File: config.mk
export PLATFORM = sky130hd
export DESIGN_NAME = cpu_bus_glue_decode
export DESIGN_NICKNAME = d
export VERILOG_FILES = /design/src/pkg/glue_pkg.sv /design/src/pkg/clk_if.sv /design/src/verilog/cpu_bus_glue_decode.sv /design/src/verilog/dec_1of4.sv /design/src/verilog/clock_gen.sv
export SDC_FILE = /design/constraint.sdc
export NUM_CORES = 1
export LEC_CHECK = 0
export BUFFER_PORTS_ARGS = -buffer_cell sky130_fd_sc_hd__buf_2
export CAP_MARGIN = 20
export CORE_MARGIN = 2
export CORE_UTILIZATION = 54
export DETAILED_ROUTE_END_ITERATION = 10
export GPL_TIMING_DRIVEN = 0
export HOLD_SLACK_MARGIN = 0.06
export PLACE_DENSITY = 0.76
export SLEW_MARGIN = 30
export SYNTH_ARGS = -nofsm -noshare
export SYNTH_HDL_FRONTEND = slang
export SYNTH_SLANG_ARGS = --single-unit
File: constraint.sdc
create_clock -name clk -period 2.2 [get_ports clk]
set_clock_uncertainty 0.05 [all_clocks]
set_input_delay 0.55 -clock clk [delete_from_list [all_inputs] [get_ports clk]]
set_output_delay 0.55 -clock clk [all_outputs]
set_load 0.02 [all_outputs]
File: src/pkg/glue_pkg.sv
// Operation
// - processor clock is oscillator divided by three
// - peripheral clock is half processor clock rate
// - processor clock also feeds display and control bus
// - power-on delay holds processor reset; manual reset holds both resets
// - display wins ram; wait stalls the processor
// - fitted comm option also stalls the processor
// - pull-ups give vector pointer, or no-op in test
// - latch address on strobe, hold until next
// - separate multiplexed status from upper address lines
// - block decoder: a15:a14; segment decoder: latched a19:a18
// - i/o decoders enabled only inside block zero
// - lower i/o: strobe, block zero, segment hit
// - upper i/o only when a13 and a12 high
// - interrupt vectors 00008 and 03fc lie in ram
// - panel buffer drives when a2 and select low
// - transceiver passes on data enable; direction selects
// - i/o qualifier gates transceiver during interrupt acknowledge
// - device side uses data phase only
// - program store is two 64k by 8 roms
// - peripheral segment 40000-7ffff, four images
package glue_pkg;
    localparam int CLK_MHZ      = 50;
    localparam int OSC_DIV      = 3;
    localparam int SLOW_BITS    = 4;
    localparam int POR_TIME_US  = 200;
    localparam int POR_CYCLES   = POR_TIME_US * CLK_MHZ;
    localparam int POR_W        = 16;
    localparam logic [1:0] DIV_LAST = 2'(OSC_DIV - 1);
    localparam logic [1:0] SEG_RAM  = 2'h0;
    localparam logic [1:0] SEG_IO   = 2'h1;
    localparam logic [1:0] SEG_COMM = 2'h2;
    localparam logic [1:0] SEG_ROM  = 2'h3;
    localparam logic [1:0] BLK_ZERO = 2'h0;
    localparam int A_PANEL      = 2;
    localparam int A_IO_LO      = 12;
    localparam int A_IO_HI      = 13;
    localparam int A_BLK_LO     = 14;
    localparam int A_ROM_PICK   = 15;
    localparam int A_ROM_HALF   = 16;
    localparam int A_SEG_LO     = 18;
    localparam int A_IO_SEL_LO  = 11;
    localparam int A_IO_SEL_HI  = 10;
    localparam logic [19:0] NMI_VEC_ADDR  = 20'h00008;
    localparam logic [19:0] IRQ_VEC_ADDR  = 20'h003fc;
    localparam logic [7:0]  IRQ_VECTOR    = IRQ_VEC_ADDR[9:2];
    // arbitrary value: set to the processor's no-op opcode
    localparam logic [7:0]  NOP_CODE      = 8'h00;
    localparam int SYNC_W       = 55;
endpackage

File: src/pkg/clk_if.sv
`timescale 1ns/100ps
interface clk_if;
    logic cpu_clk;
    logic pclk;
    logic slow_tick;
    logic cpu_reset;
    logic disp_reset;
    logic wait_request;
    logic cpu_ready;
    modport gen  (output cpu_clk, pclk, slow_tick, cpu_reset, disp_reset, cpu_ready, input wait_request);
    modport user (input cpu_clk, pclk, slow_tick, cpu_reset, disp_reset, cpu_ready, output wait_request);
endinterface

File: src/verilog/cpu_bus_glue_decode.sv
`timescale 1ns/100ps
module cpu_bus_glue_decode #(
    parameter int POR_CYCLES = glue_pkg::POR_CYCLES
) (
    input  wire logic        clk,
    input  wire logic        rst_n,
    input  wire logic        osc_in,
    input  wire logic        manual_reset_n,
    input  wire logic        kernel_test_n,
    input  wire logic        display_busy,
    input  wire logic        comm_fitted,
    input  wire logic        comm_ready,
    input  wire logic        ale,
    input  wire logic        rd_n,
    input  wire logic        wr_n,
    input  wire logic        io_m,
    input  wire logic        inta_n,
    input  wire logic        data_path_enable_n,
    input  wire logic        transfer_direction,
    input  wire logic [7:0]  ad_in,
    output logic      [7:0]  ad_out,
    output logic             ad_oe_n,
    input  wire logic [11:0] addr_hi,
    input  wire logic [7:0]  panel_sw0,
    input  wire logic [7:0]  panel_sw1,
    input  wire logic [7:0]  sys_data_in,
    output logic      [7:0]  sys_data_out,
    output logic             sys_data_oe_n,
    output logic             cpu_clk,
    output logic             disp_clk,
    output logic             ctl_bus_clk,
    output logic             pclk,
    output logic             slow_tick,
    output logic             cpu_reset,
    output logic             disp_reset,
    output logic             cpu_ready,
    output logic      [19:0] latched_addr,
    output logic      [3:0]  bus_status,
    output logic      [3:0]  block_n,
    output logic      [3:0]  seg_n,
    output logic             ram_sel_n,
    output logic             peripheral_segment_hit_n,
    output logic      [3:0]  io_lo_n,
    output logic      [3:0]  io_hi_n,
    output logic      [1:0]  rom_cs_n,
    output logic      [15:0] rom_addr
);
    clk_if ck ();

    logic [glue_pkg::SYNC_W-1:0] meta_q;
    logic [glue_pkg::SYNC_W-1:0] sync_q;
    logic [glue_pkg::SYNC_W-1:0] raw;
    logic [glue_pkg::SYNC_W-1:0] sync_rst;
    logic        ale_s;
    logic        rd_s;
    logic        wr_s;
    logic        io_m_s;
    logic        inta_s;
    logic        dpe_s;
    logic        dir_s;
    logic        busy_s;
    logic        fitted_s;
    logic        comm_ready_s;
    logic        ktest_s;
    logic [7:0]  ad_s;
    logic [11:0] hi_s;
    logic [7:0]  sw0_s;
    logic [7:0]  sw1_s;
    logic [7:0]  sysd_s;
    logic        ale_d_q;
    logic [19:0] addr_q;
    logic [3:0]  status_q;
    logic        strobe;
    logic        lo_en;
    logic        up_en;
    logic        panel0_on;
    logic        panel1_on;
    logic        inta_cycle;
    logic        xcvr_on;
    logic        data_phase;
    logic [7:0]  pull_val;

    // every pin passes two flops; rd, wr, inta and data enable strobes, comm ready and kernel test reset high, the rest low
    assign raw = {ale, rd_n, wr_n, io_m, inta_n, data_path_enable_n, transfer_direction,
                  display_busy, comm_fitted, comm_ready, kernel_test_n,
                  ad_in, addr_hi, panel_sw0, panel_sw1, sys_data_in};
    assign sync_rst = {1'b0, 1'b1, 1'b1, 1'b0, 1'b1, 1'b1, 1'b0,
                       1'b0, 1'b0, 1'b1, 1'b1, 44'h0};

    always_ff @(posedge clk) begin
        if (!rst_n) begin
            meta_q <= sync_rst;
            sync_q <= sync_rst;
        end else begin
            meta_q <= raw;
            sync_q <= meta_q;
        end
    end

    assign {ale_s, rd_s, wr_s, io_m_s, inta_s, dpe_s, dir_s,
            busy_s, fitted_s, comm_ready_s, ktest_s,
            ad_s, hi_s, sw0_s, sw1_s, sysd_s} = sync_q;

    clock_gen #(
        .POR_CYCLES (POR_CYCLES)
    ) u_clock_gen (
        .clk            (clk),
        .rst_n          (rst_n),
        .osc_in         (osc_in),
        .manual_reset_n (manual_reset_n),
        .ck             (ck)
    );

    assign cpu_clk     = ck.cpu_clk;
    assign disp_clk    = ck.cpu_clk;
    assign ctl_bus_clk = ck.cpu_clk;
    assign pclk        = ck.pclk;
    assign slow_tick   = ck.slow_tick;
    assign cpu_reset   = ck.cpu_reset;
    assign disp_reset  = ck.disp_reset;
    assign cpu_ready   = ck.cpu_ready;

    // address is transparent while the strobe is high, held after
    always_ff @(posedge clk) begin
        if (!rst_n) begin
            ale_d_q <= 1'b0;
            addr_q  <= 20'h00000;
        end else begin
            ale_d_q <= ale_s;
            if (ale_s) begin
                addr_q <= {hi_s, ad_s};
            end
        end
    end

    // a19..a16 turn into status once the strobe falls
    always_ff @(posedge clk) begin
        if (!rst_n) begin
            status_q <= 4'h0;
        end else if (ale_d_q && !ale_s) begin
            status_q <= hi_s[11:8];
        end
    end

    assign latched_addr = addr_q;
    assign bus_status   = status_q;

    dec_1of4 u_blk_dec (
        .clk   (clk),
        .rst_n (rst_n),
        .en    (1'b1),
        .sel   (addr_q[glue_pkg::A_BLK_LO +: 2]),
        .y_n   (block_n)
    );

    dec_1of4 u_seg_dec (
        .clk   (clk),
        .rst_n (rst_n),
        .en    (1'b1),
        .sel   (addr_q[glue_pkg::A_SEG_LO +: 2]),
        .y_n   (seg_n)
    );

    assign ram_sel_n                = seg_n[glue_pkg::SEG_RAM];
    assign peripheral_segment_hit_n = seg_n[glue_pkg::SEG_IO];

    // block outputs come a cycle after the address, so the i/o
    // decode trails the block decode by one more cycle
    assign strobe = !rd_s || !wr_s;
    assign lo_en  = strobe && !block_n[glue_pkg::BLK_ZERO] && !peripheral_segment_hit_n;
    assign up_en  = lo_en && addr_q[glue_pkg::A_IO_HI] && addr_q[glue_pkg::A_IO_LO];

    dec_1of4 u_io_lo_dec (
        .clk   (clk),
        .rst_n (rst_n),
        .en    (lo_en),
        .sel   ({addr_q[glue_pkg::A_IO_SEL_LO], addr_q[0]}),
        .y_n   (io_lo_n)
    );

    dec_1of4 u_io_hi_dec (
        .clk   (clk),
        .rst_n (rst_n),
        .en    (up_en),
        .sel   ({addr_q[glue_pkg::A_IO_SEL_HI], addr_q[0]}),
        .y_n   (io_hi_n)
    );

    // rom pick on a15, a16 chooses the half inside each rom
    always_ff @(posedge clk) begin
        if (!rst_n) begin
            rom_cs_n <= 2'h3;
            rom_addr <= 16'h0000;
        end else begin
            rom_cs_n[0] <= (addr_q[glue_pkg::A_SEG_LO +: 2] != glue_pkg::SEG_ROM)
                           || addr_q[glue_pkg::A_ROM_PICK];
            rom_cs_n[1] <= (addr_q[glue_pkg::A_SEG_LO +: 2] != glue_pkg::SEG_ROM)
                           || !addr_q[glue_pkg::A_ROM_PICK];
            rom_addr    <= {addr_q[glue_pkg::A_ROM_HALF], addr_q[14:0]};
        end
    end

    // display first on ram; a comm option stalls its own segment
    always_ff @(posedge clk) begin
        if (!rst_n) begin
            ck.wait_request <= 1'b0;
        end else begin
            ck.wait_request <= (strobe && !ram_sel_n && busy_s)
                            || (strobe && fitted_s && !comm_ready_s && !seg_n[glue_pkg::SEG_COMM]);
        end
    end

    assign panel0_on  = !addr_q[glue_pkg::A_PANEL] && !io_hi_n[0];
    assign panel1_on  = !addr_q[glue_pkg::A_PANEL] && !io_hi_n[1];
    assign inta_cycle = !inta_s && io_m_s;
    assign xcvr_on    = !dpe_s && !inta_cycle;
    assign data_phase = !ale_s;
    assign pull_val   = ktest_s ? glue_pkg::IRQ_VECTOR : glue_pkg::NOP_CODE;

    // processor side: one driver at a time, panel first
    always_ff @(posedge clk) begin
        if (!rst_n) begin
            ad_out  <= 8'h00;
            ad_oe_n <= 1'b1;
        end else if (panel0_on) begin
            ad_out  <= sw0_s;
            ad_oe_n <= 1'b0;
        end else if (panel1_on) begin
            ad_out  <= sw1_s;
            ad_oe_n <= 1'b0;
        end else if (xcvr_on && !dir_s && data_phase) begin
            ad_out  <= sysd_s;
            ad_oe_n <= 1'b0;
        end else begin
            // undriven bus reads the pull-up pattern
            ad_out  <= pull_val;
            ad_oe_n <= 1'b1;
        end
    end

    // device side: address slot never reaches the peripherals
    always_ff @(posedge clk) begin
        if (!rst_n) begin
            sys_data_out  <= 8'h00;
            sys_data_oe_n <= 1'b1;
        end else begin
            if (xcvr_on && dir_s && data_phase) begin
                sys_data_out <= ad_s;
            end
            sys_data_oe_n <= !(xcvr_on && dir_s && data_phase);
        end
    end

    a_addr_capture: assert property (@(posedge clk) disable iff (!rst_n)
        ale_s
        |=> addr_q == $past({hi_s, ad_s}))
        else $error("address not captured on strobe");

    a_addr_hold: assert property (@(posedge clk) disable iff (!rst_n)
        !ale_s
        |=> $stable(addr_q))
        else $error("address changed without strobe");

    a_status_split: assert property (@(posedge clk) disable iff (!rst_n)
        ale_d_q && !ale_s
        |=> status_q == $past(hi_s[11:8]))
        else $error("status not separated from address");

    a_seg_decode: assert property (@(posedge clk) disable iff (!rst_n)
        addr_q[19:18] == glue_pkg::SEG_IO
        |=> !peripheral_segment_hit_n && seg_n[0] && seg_n[2] && seg_n[3])
        else $error("peripheral segment not decoded");

    a_block_decode: assert property (@(posedge clk) disable iff (!rst_n)
        addr_q[15:14] == glue_pkg::BLK_ZERO
        |=> block_n == 4'he)
        else $error("block zero not decoded");

    a_block_gate: assert property (@(posedge clk) disable iff (!rst_n)
        block_n[glue_pkg::BLK_ZERO]
        |=> io_lo_n == 4'hf && io_hi_n == 4'hf)
        else $error("i/o decoder active outside block zero");

    a_io_lo_gate: assert property (@(posedge clk) disable iff (!rst_n)
        !lo_en
        |=> io_lo_n == 4'hf)
        else $error("lower i/o decoder active while disabled");

    a_io_hi_gate: assert property (@(posedge clk) disable iff (!rst_n)
        !(addr_q[13] && addr_q[12])
        |=> io_hi_n == 4'hf)
        else $error("upper i/o decoder active without a13 and a12");

    a_one_low: assert property (@(posedge clk) disable iff (!rst_n)
        lo_en
        |=> $onehot(~io_lo_n))
        else $error("enabled decoder lacks a single low output");

    a_panel_drive: assert property (@(posedge clk) disable iff (!rst_n)
        panel0_on
        |=> !ad_oe_n && ad_out == $past(sw0_s))
        else $error("panel buffer not driven");

    a_panel_second: assert property (@(posedge clk) disable iff (!rst_n)
        panel1_on && !panel0_on
        |=> !ad_oe_n && ad_out == $past(sw1_s))
        else $error("second panel buffer not driven");

    a_xcvr_receive: assert property (@(posedge clk) disable iff (!rst_n)
        !panel0_on && !panel1_on && xcvr_on && !dir_s && data_phase
        |=> !ad_oe_n && ad_out == $past(sysd_s))
        else $error("device data not passed to processor");

    a_xcvr_send: assert property (@(posedge clk) disable iff (!rst_n)
        xcvr_on && dir_s && data_phase
        |=> !sys_data_oe_n && sys_data_out == $past(ad_s))
        else $error("processor data not passed to device");

    a_addr_slot: assert property (@(posedge clk) disable iff (!rst_n)
        ale_s
        |=> $stable(sys_data_out) && sys_data_oe_n)
        else $error("address slot passed to device side");

    a_inta_gate: assert property (@(posedge clk) disable iff (!rst_n)
        inta_cycle
        |=> sys_data_oe_n)
        else $error("transceiver open during interrupt acknowledge");

    a_pullup_val: assert property (@(posedge clk) disable iff (!rst_n)
        !panel0_on && !panel1_on && !xcvr_on && ktest_s
        |=> ad_oe_n && ad_out == glue_pkg::IRQ_VECTOR)
        else $error("pull-up pattern wrong");

    a_nop_fill: assert property (@(posedge clk) disable iff (!rst_n)
        !panel0_on && !panel1_on && !xcvr_on && !ktest_s
        |=> ad_oe_n && ad_out == glue_pkg::NOP_CODE)
        else $error("kernel test pattern wrong");

    a_ram_wait: assert property (@(posedge clk) disable iff (!rst_n)
        strobe && !ram_sel_n && busy_s
        |=> ck.wait_request)
        else $error("no wait while display owns ram");

    a_comm_wait: assert property (@(posedge clk) disable iff (!rst_n)
        strobe && fitted_s && !comm_ready_s && !seg_n[glue_pkg::SEG_COMM]
        |=> ck.wait_request)
        else $error("no wait while comm option busy");
endmodule

File: src/verilog/dec_1of4.sv
`timescale 1ns/100ps
module dec_1of4 (
    input  wire logic       clk,
    input  wire logic       rst_n,
    input  wire logic       en,
    input  wire logic [1:0] sel,
    output logic      [3:0] y_n
);
    always_ff @(posedge clk) begin
        if (!rst_n) begin
            y_n <= 4'hf;
        end else if (en) begin
            y_n <= ~(4'h1 << sel);
        end else begin
            y_n <= 4'hf;
        end
    end
endmodule

File: src/verilog/clock_gen.sv
`timescale 1ns/100ps
module clock_gen #(
    parameter int POR_CYCLES = glue_pkg::POR_CYCLES
) (
    input  wire logic clk,
    input  wire logic rst_n,
    input  wire logic osc_in,
    input  wire logic manual_reset_n,
    clk_if.gen        ck
);
    logic [1:0]                  meta_q;
    logic [1:0]                  sync_q;
    logic                        osc_d_q;
    logic [1:0]                  div_q;
    logic [glue_pkg::SLOW_BITS-1:0] slow_q;
    logic                        pclk_d_q;
    logic [glue_pkg::POR_W-1:0]  por_q;
    logic                        osc_edge;
    logic                        cpu_rise;

    always_ff @(posedge clk) begin
        if (!rst_n) begin
            meta_q <= 2'h2;
            sync_q <= 2'h2;
        end else begin
            meta_q <= {manual_reset_n, osc_in};
            sync_q <= meta_q;
        end
    end

    assign osc_edge = sync_q[0] && !osc_d_q;
    assign cpu_rise = osc_edge && (div_q == glue_pkg::DIV_LAST);

    // cpu clock high one oscillator period in three
    always_ff @(posedge clk) begin
        if (!rst_n) begin
            osc_d_q    <= 1'b0;
            div_q      <= 2'h0;
            ck.cpu_clk <= 1'b0;
            ck.pclk    <= 1'b0;
        end else begin
            osc_d_q <= sync_q[0];
            if (osc_edge) begin
                div_q      <= cpu_rise ? 2'h0 : div_q + 2'h1;
                ck.cpu_clk <= cpu_rise;
            end
            if (cpu_rise) begin
                ck.pclk <= !ck.pclk;
            end
        end
    end

    // ripple counter stand-in: counts peripheral clock rises
    always_ff @(posedge clk) begin
        if (!rst_n) begin
            pclk_d_q     <= 1'b0;
            slow_q       <= '0;
            ck.slow_tick <= 1'b0;
        end else begin
            pclk_d_q <= ck.pclk;
            if (ck.pclk && !pclk_d_q) begin
                slow_q <= slow_q + 1'b1;
            end
            ck.slow_tick <= slow_q[glue_pkg::SLOW_BITS-1];
        end
    end

    // manual request reloads the delay so release is clean
    always_ff @(posedge clk) begin
        if (!rst_n) begin
            por_q         <= glue_pkg::POR_W'(POR_CYCLES);
            ck.cpu_reset  <= 1'b1;
            ck.disp_reset <= 1'b1;
        end else begin
            if (!sync_q[1]) begin
                por_q <= glue_pkg::POR_W'(POR_CYCLES);
            end else if (por_q != '0) begin
                por_q <= por_q - 1'b1;
            end
            ck.cpu_reset  <= !sync_q[1] || (por_q != '0);
            ck.disp_reset <= !sync_q[1];
        end
    end

    // ready sampled only at cpu clock rises, as the processor expects
    always_ff @(posedge clk) begin
        if (!rst_n) begin
            ck.cpu_ready <= 1'b1;
        end else if (cpu_rise) begin
            ck.cpu_ready <= !ck.wait_request;
        end
    end

    a_cpu_div_three: assert property (@(posedge clk) disable iff (!rst_n)
        osc_edge && div_q != glue_pkg::DIV_LAST |=> !ck.cpu_clk)
        else $error("cpu clock high off the third oscillator edge");
    a_pclk_toggle: assert property (@(posedge clk) disable iff (!rst_n)
        cpu_rise |=> ck.pclk != $past(ck.pclk))
        else $error("peripheral clock did not toggle on cpu clock rise");
    a_manual_reset: assert property (@(posedge clk) disable iff (!rst_n)
        !sync_q[1] |=> ck.cpu_reset && ck.disp_reset)
        else $error("manual reset did not reset both parties");
    a_ready_stall: assert property (@(posedge clk) disable iff (!rst_n)
        cpu_rise && ck.wait_request |=> !ck.cpu_ready)
        else $error("processor not stalled by wait request");
endmodule

==> results_dict.tcl <==
set metrics [dict create \
    r2r_end "u_clock_gen.por_q[13]" \
    max_slew_margin_pct 41.1 \
    syn_inst 648 \
    die_x_um 119 \
    crit_required_ns 2.46 \
    drt_iter0_drc 281 \
    holdPathStages 2 \
    critical_path.top_delay_family "buffers and inverters" \
    ant_nets 0 \
    cp.depth 5 \
    syn_area_um2 7160 \
    antenna_found_initial 0 \
    syn_nets 709 \
    cts_setup_buffers 0 \
    cellLeakagePower_nw 3.66 \
    dpl_cell_area_um2 8100 \
    yosysSeqAreaShare_pct 62.1 \
    clk_pin_slew_ns 0.06 \
    r2r_start "u_clock_gen.por_q[0]" \
    start_util_pct 54.7 \
    max-cap-violations 0 \
    reg2reg_setup_slack_ns 0.21 \
    critPathLaunch "rst_n" \
    hp-start "comm_ready" \
    min_period_ns 2.06 \
    firstDrtPassIters 4 \
    vias_per_cell 4.84 \
    routed_wl_mm 14.4 \
    period_share_pct 93.5 \
    num_vias 4858 \
    drcViolationCount 0 \
    timing.final.ws_setup_ns 0.143 \
    status "completed" \
    n_antenna_cell 0 \
    cts_resized 0 \
    power_density_nw_per_um2 912 \
    place_congestion 0.864 \
    hold_buffers 0 \
    hold_viol_final 0 \
    crit_type "in2reg" \
    die_h_um 119 \
    synth_area_per_cell_um2 11.0 \
    clock_latency_ns 0.49 \
    grtUsageTotal_pct 20.4 \
    grt-busiest-layer "met2" \
    ys_ff_latch 222 \
    nNetsFinal 876 \
    postLayoutCellArea_um2 8740 \
    path_max_fanout 10 \
    hpwl_mm 10.5 \
    hp-class "in2reg" \
    finalNonFillerCells 1004 \
    grt_pass1_wl_mm 23.3 \
    die_area_um2 14200 \
    start_kind "input port" \
    cts-buffers-inserted 21 \
    cp.arrival_ns 2.32 \
    rr_worst_depth 7 \
    io_pins 145 \
    drive_above_1_share_pct 23.8 \
    cts-root-buf "clkbuf_16" \
    fmax_mhz 486 \
    grt-ovfl-total 0 \
    wl_per_cell_um 14.4 \
    report.final.slew_viol_count 0 \
    end_kind "register" \
    worstMarginPinSlew_ns 0.881 \
    critPathMostFrequentCell "clkbuf_1" \
    post-place-ws_ns -0.370 \
    grt_max_degree 16 \
    rsz0062_at_grt "false" \
    ys_types 45 \
    cts_tree "built" \
    grtUsageMet2_pct 35.1 \
    grt_use_met3_pct 3.59 \
    rows 42 \
    crit_path_cell_trace "buf_2, clkbuf_1, clkbuf_1, clkbuf_1, o21ai_0" \
    portBuffers 144 \
    dp.cells 968 \
    critical_path_buf_inv_count 4 \
    core_area_um2 13100 \
    ir_drop_mv 0.490 \
    clockBufferDepth 3 \
    setup_viol 0 \
    crit_path_top_delay_cell "clkbuf_1" \
    area_growth_pct 22.2 \
    ys_warn_count 0 \
    endpoint "ad_oe_n" \
    grt_util_met1_pct 26.4 \
    max_stage_delay_ns 0.52 \
    grt_pass1_vias 4734 \
    cts_sinks 222 \
    htree_levels 1 \
    p_total_mw 7.97 \
]
==> registers in the layout (all words and copies together) (netlist names), 4 cells and up <==
register,cells
rom_addr,16
latched_addr,20
u_io_lo_dec.y_n,4
u_io_hi_dec.y_n,4
u_blk_dec.y_n,4
sync_q,55
u_clock_gen.por_q,16
ad_out,8
u_clock_gen.slow_q,4
sys_data_out,8
meta_q,55
u_seg_dec.y_n,4
bus_status,4
==> kinds of logic after synthesis <==
family | synth area share, %
and+or+nand+nor | 23.8
adders and majority gates | 0.350
muxes | 5.60
xor gates and xnor gates | 0.490
DFF | 62.1
AOI/OAI and AO/OA | 4.90
buffers and inverters | 2.76
==> Yosys cell counts (all sizes together) <==
cell	number	share of area, %
dfxtp	222	62
and2	125	11
mux2i	40	5.6
nor2b	40	3.5
nand2	34	1.8
clkbuf	27	1.4
nand2b	21	1.8
nor2	14	0.73
nor3	14	1.0
a21oi	12	0.84
buf	12	1.1
o31ai	10	1.0
a211oi	9	0.94
and3	8	0.70
o21ai	6	0.42
inv	5	0.26
nand3	5	0.35
a21boi	4	0.42
nand3b	4	0.42
nand4	4	0.35
a2111o	3	0.47
nor4	3	0.68
or3	3	0.26
or3b	3	0.37
xnor2	3	0.37
a2111oi	2	0.33
ha	2	0.35
nor3b	2	0.21
or2	2	0.17
or4	2	0.21
a21o	1	0.10
a311oi	1	0.12
a31oi	1	0.087
and4	1	0.12
nor4b	1	0.12
o211ai	1	0.10
xor2	1	0.12
==> cells in the final DEF, fill, tap and decap left out, types with 2 or more instances in the layout <==
master and count:
a2111o_1 3, a211oi_1 9, a21boi_0 4, a21oi_1 12, and2_1 125, and3_1 8, buf_2 149, buf_4 5
clkbuf_1 29, clkbuf_16 21, clkbuf_8 4, clkinv_2 5, clkinvlp_4 3, dfxtp_1 222, ha_1 2, inv_1 5
mux2i_1 40, nand2_1 34, nand2b_1 21, nand3_1 5, nand3b_1 4, nand4_1 4, nor2_1 14, nor2b_1 40
nor3_1 13, nor3b_1 2, nor4_4 2, o21ai_0 5, o31ai_1 10, or3_1 3, or3b_2 3, or4_1 2
xnor2_1 3
==> worst min-delay path by stage <==
stage                             to  slack [ns]
6_report                  meta_q[45]        0.19
5_1_grt                   meta_q[49]        0.18
4_1_cts                   meta_q[45]        0.18
3_5_place_dp              sync_q[45]        0.34
3_3_place_gp   u_clock_gen.sync_q[1]        0.34
2_1_floorplan             sync_q[44]        0.34
==> cell type report <==
| cell class | count | area, um^2 |
|---|---|---|
| clock buffers | 27 | 588 |
| well taps | 176 | 220 |
| multi-input cells | 382 | 2510 |
| flip-flops and latches | 222 | 4440 |
| repair buffers | 144 | 721 |
| fillers | 1029 | 4340 |
| clock inverters | 9 | 56.3 |
| plain buffers | 39 | 179 |
| inverters | 5 | 18.8 |
==> per-layer routing <==
metal  part of all wire [%]  routed length, um  vias to the layer above
met3                    5.6                802                       28
met4                    2.4                346                        0
met2                     48               6890                      148
met1                     44               6390                     2231
li1                       -                  -                     2451
met5                      0                  0                        -
==> where the power goes <==
part | internal (mW) | switching [mW]
logic | 0.198 | 0.225
registers | 4.16 | 0.0708
clock network | 1.89 | 1.42
total | 6.25 | 1.72
==> through the flow <==
step                util [%]  hold WS (ns)  TNS (ns)
global route            66.8         0.183         0
detailed placement      61.9         0.343     -5.03
floorplan                  -         0.336         0
CTS                     66.8         0.182         0
finish                  66.8         0.192         0
global placement        61.9         0.339     -3.04
Power figures use the tool's default switching activity.
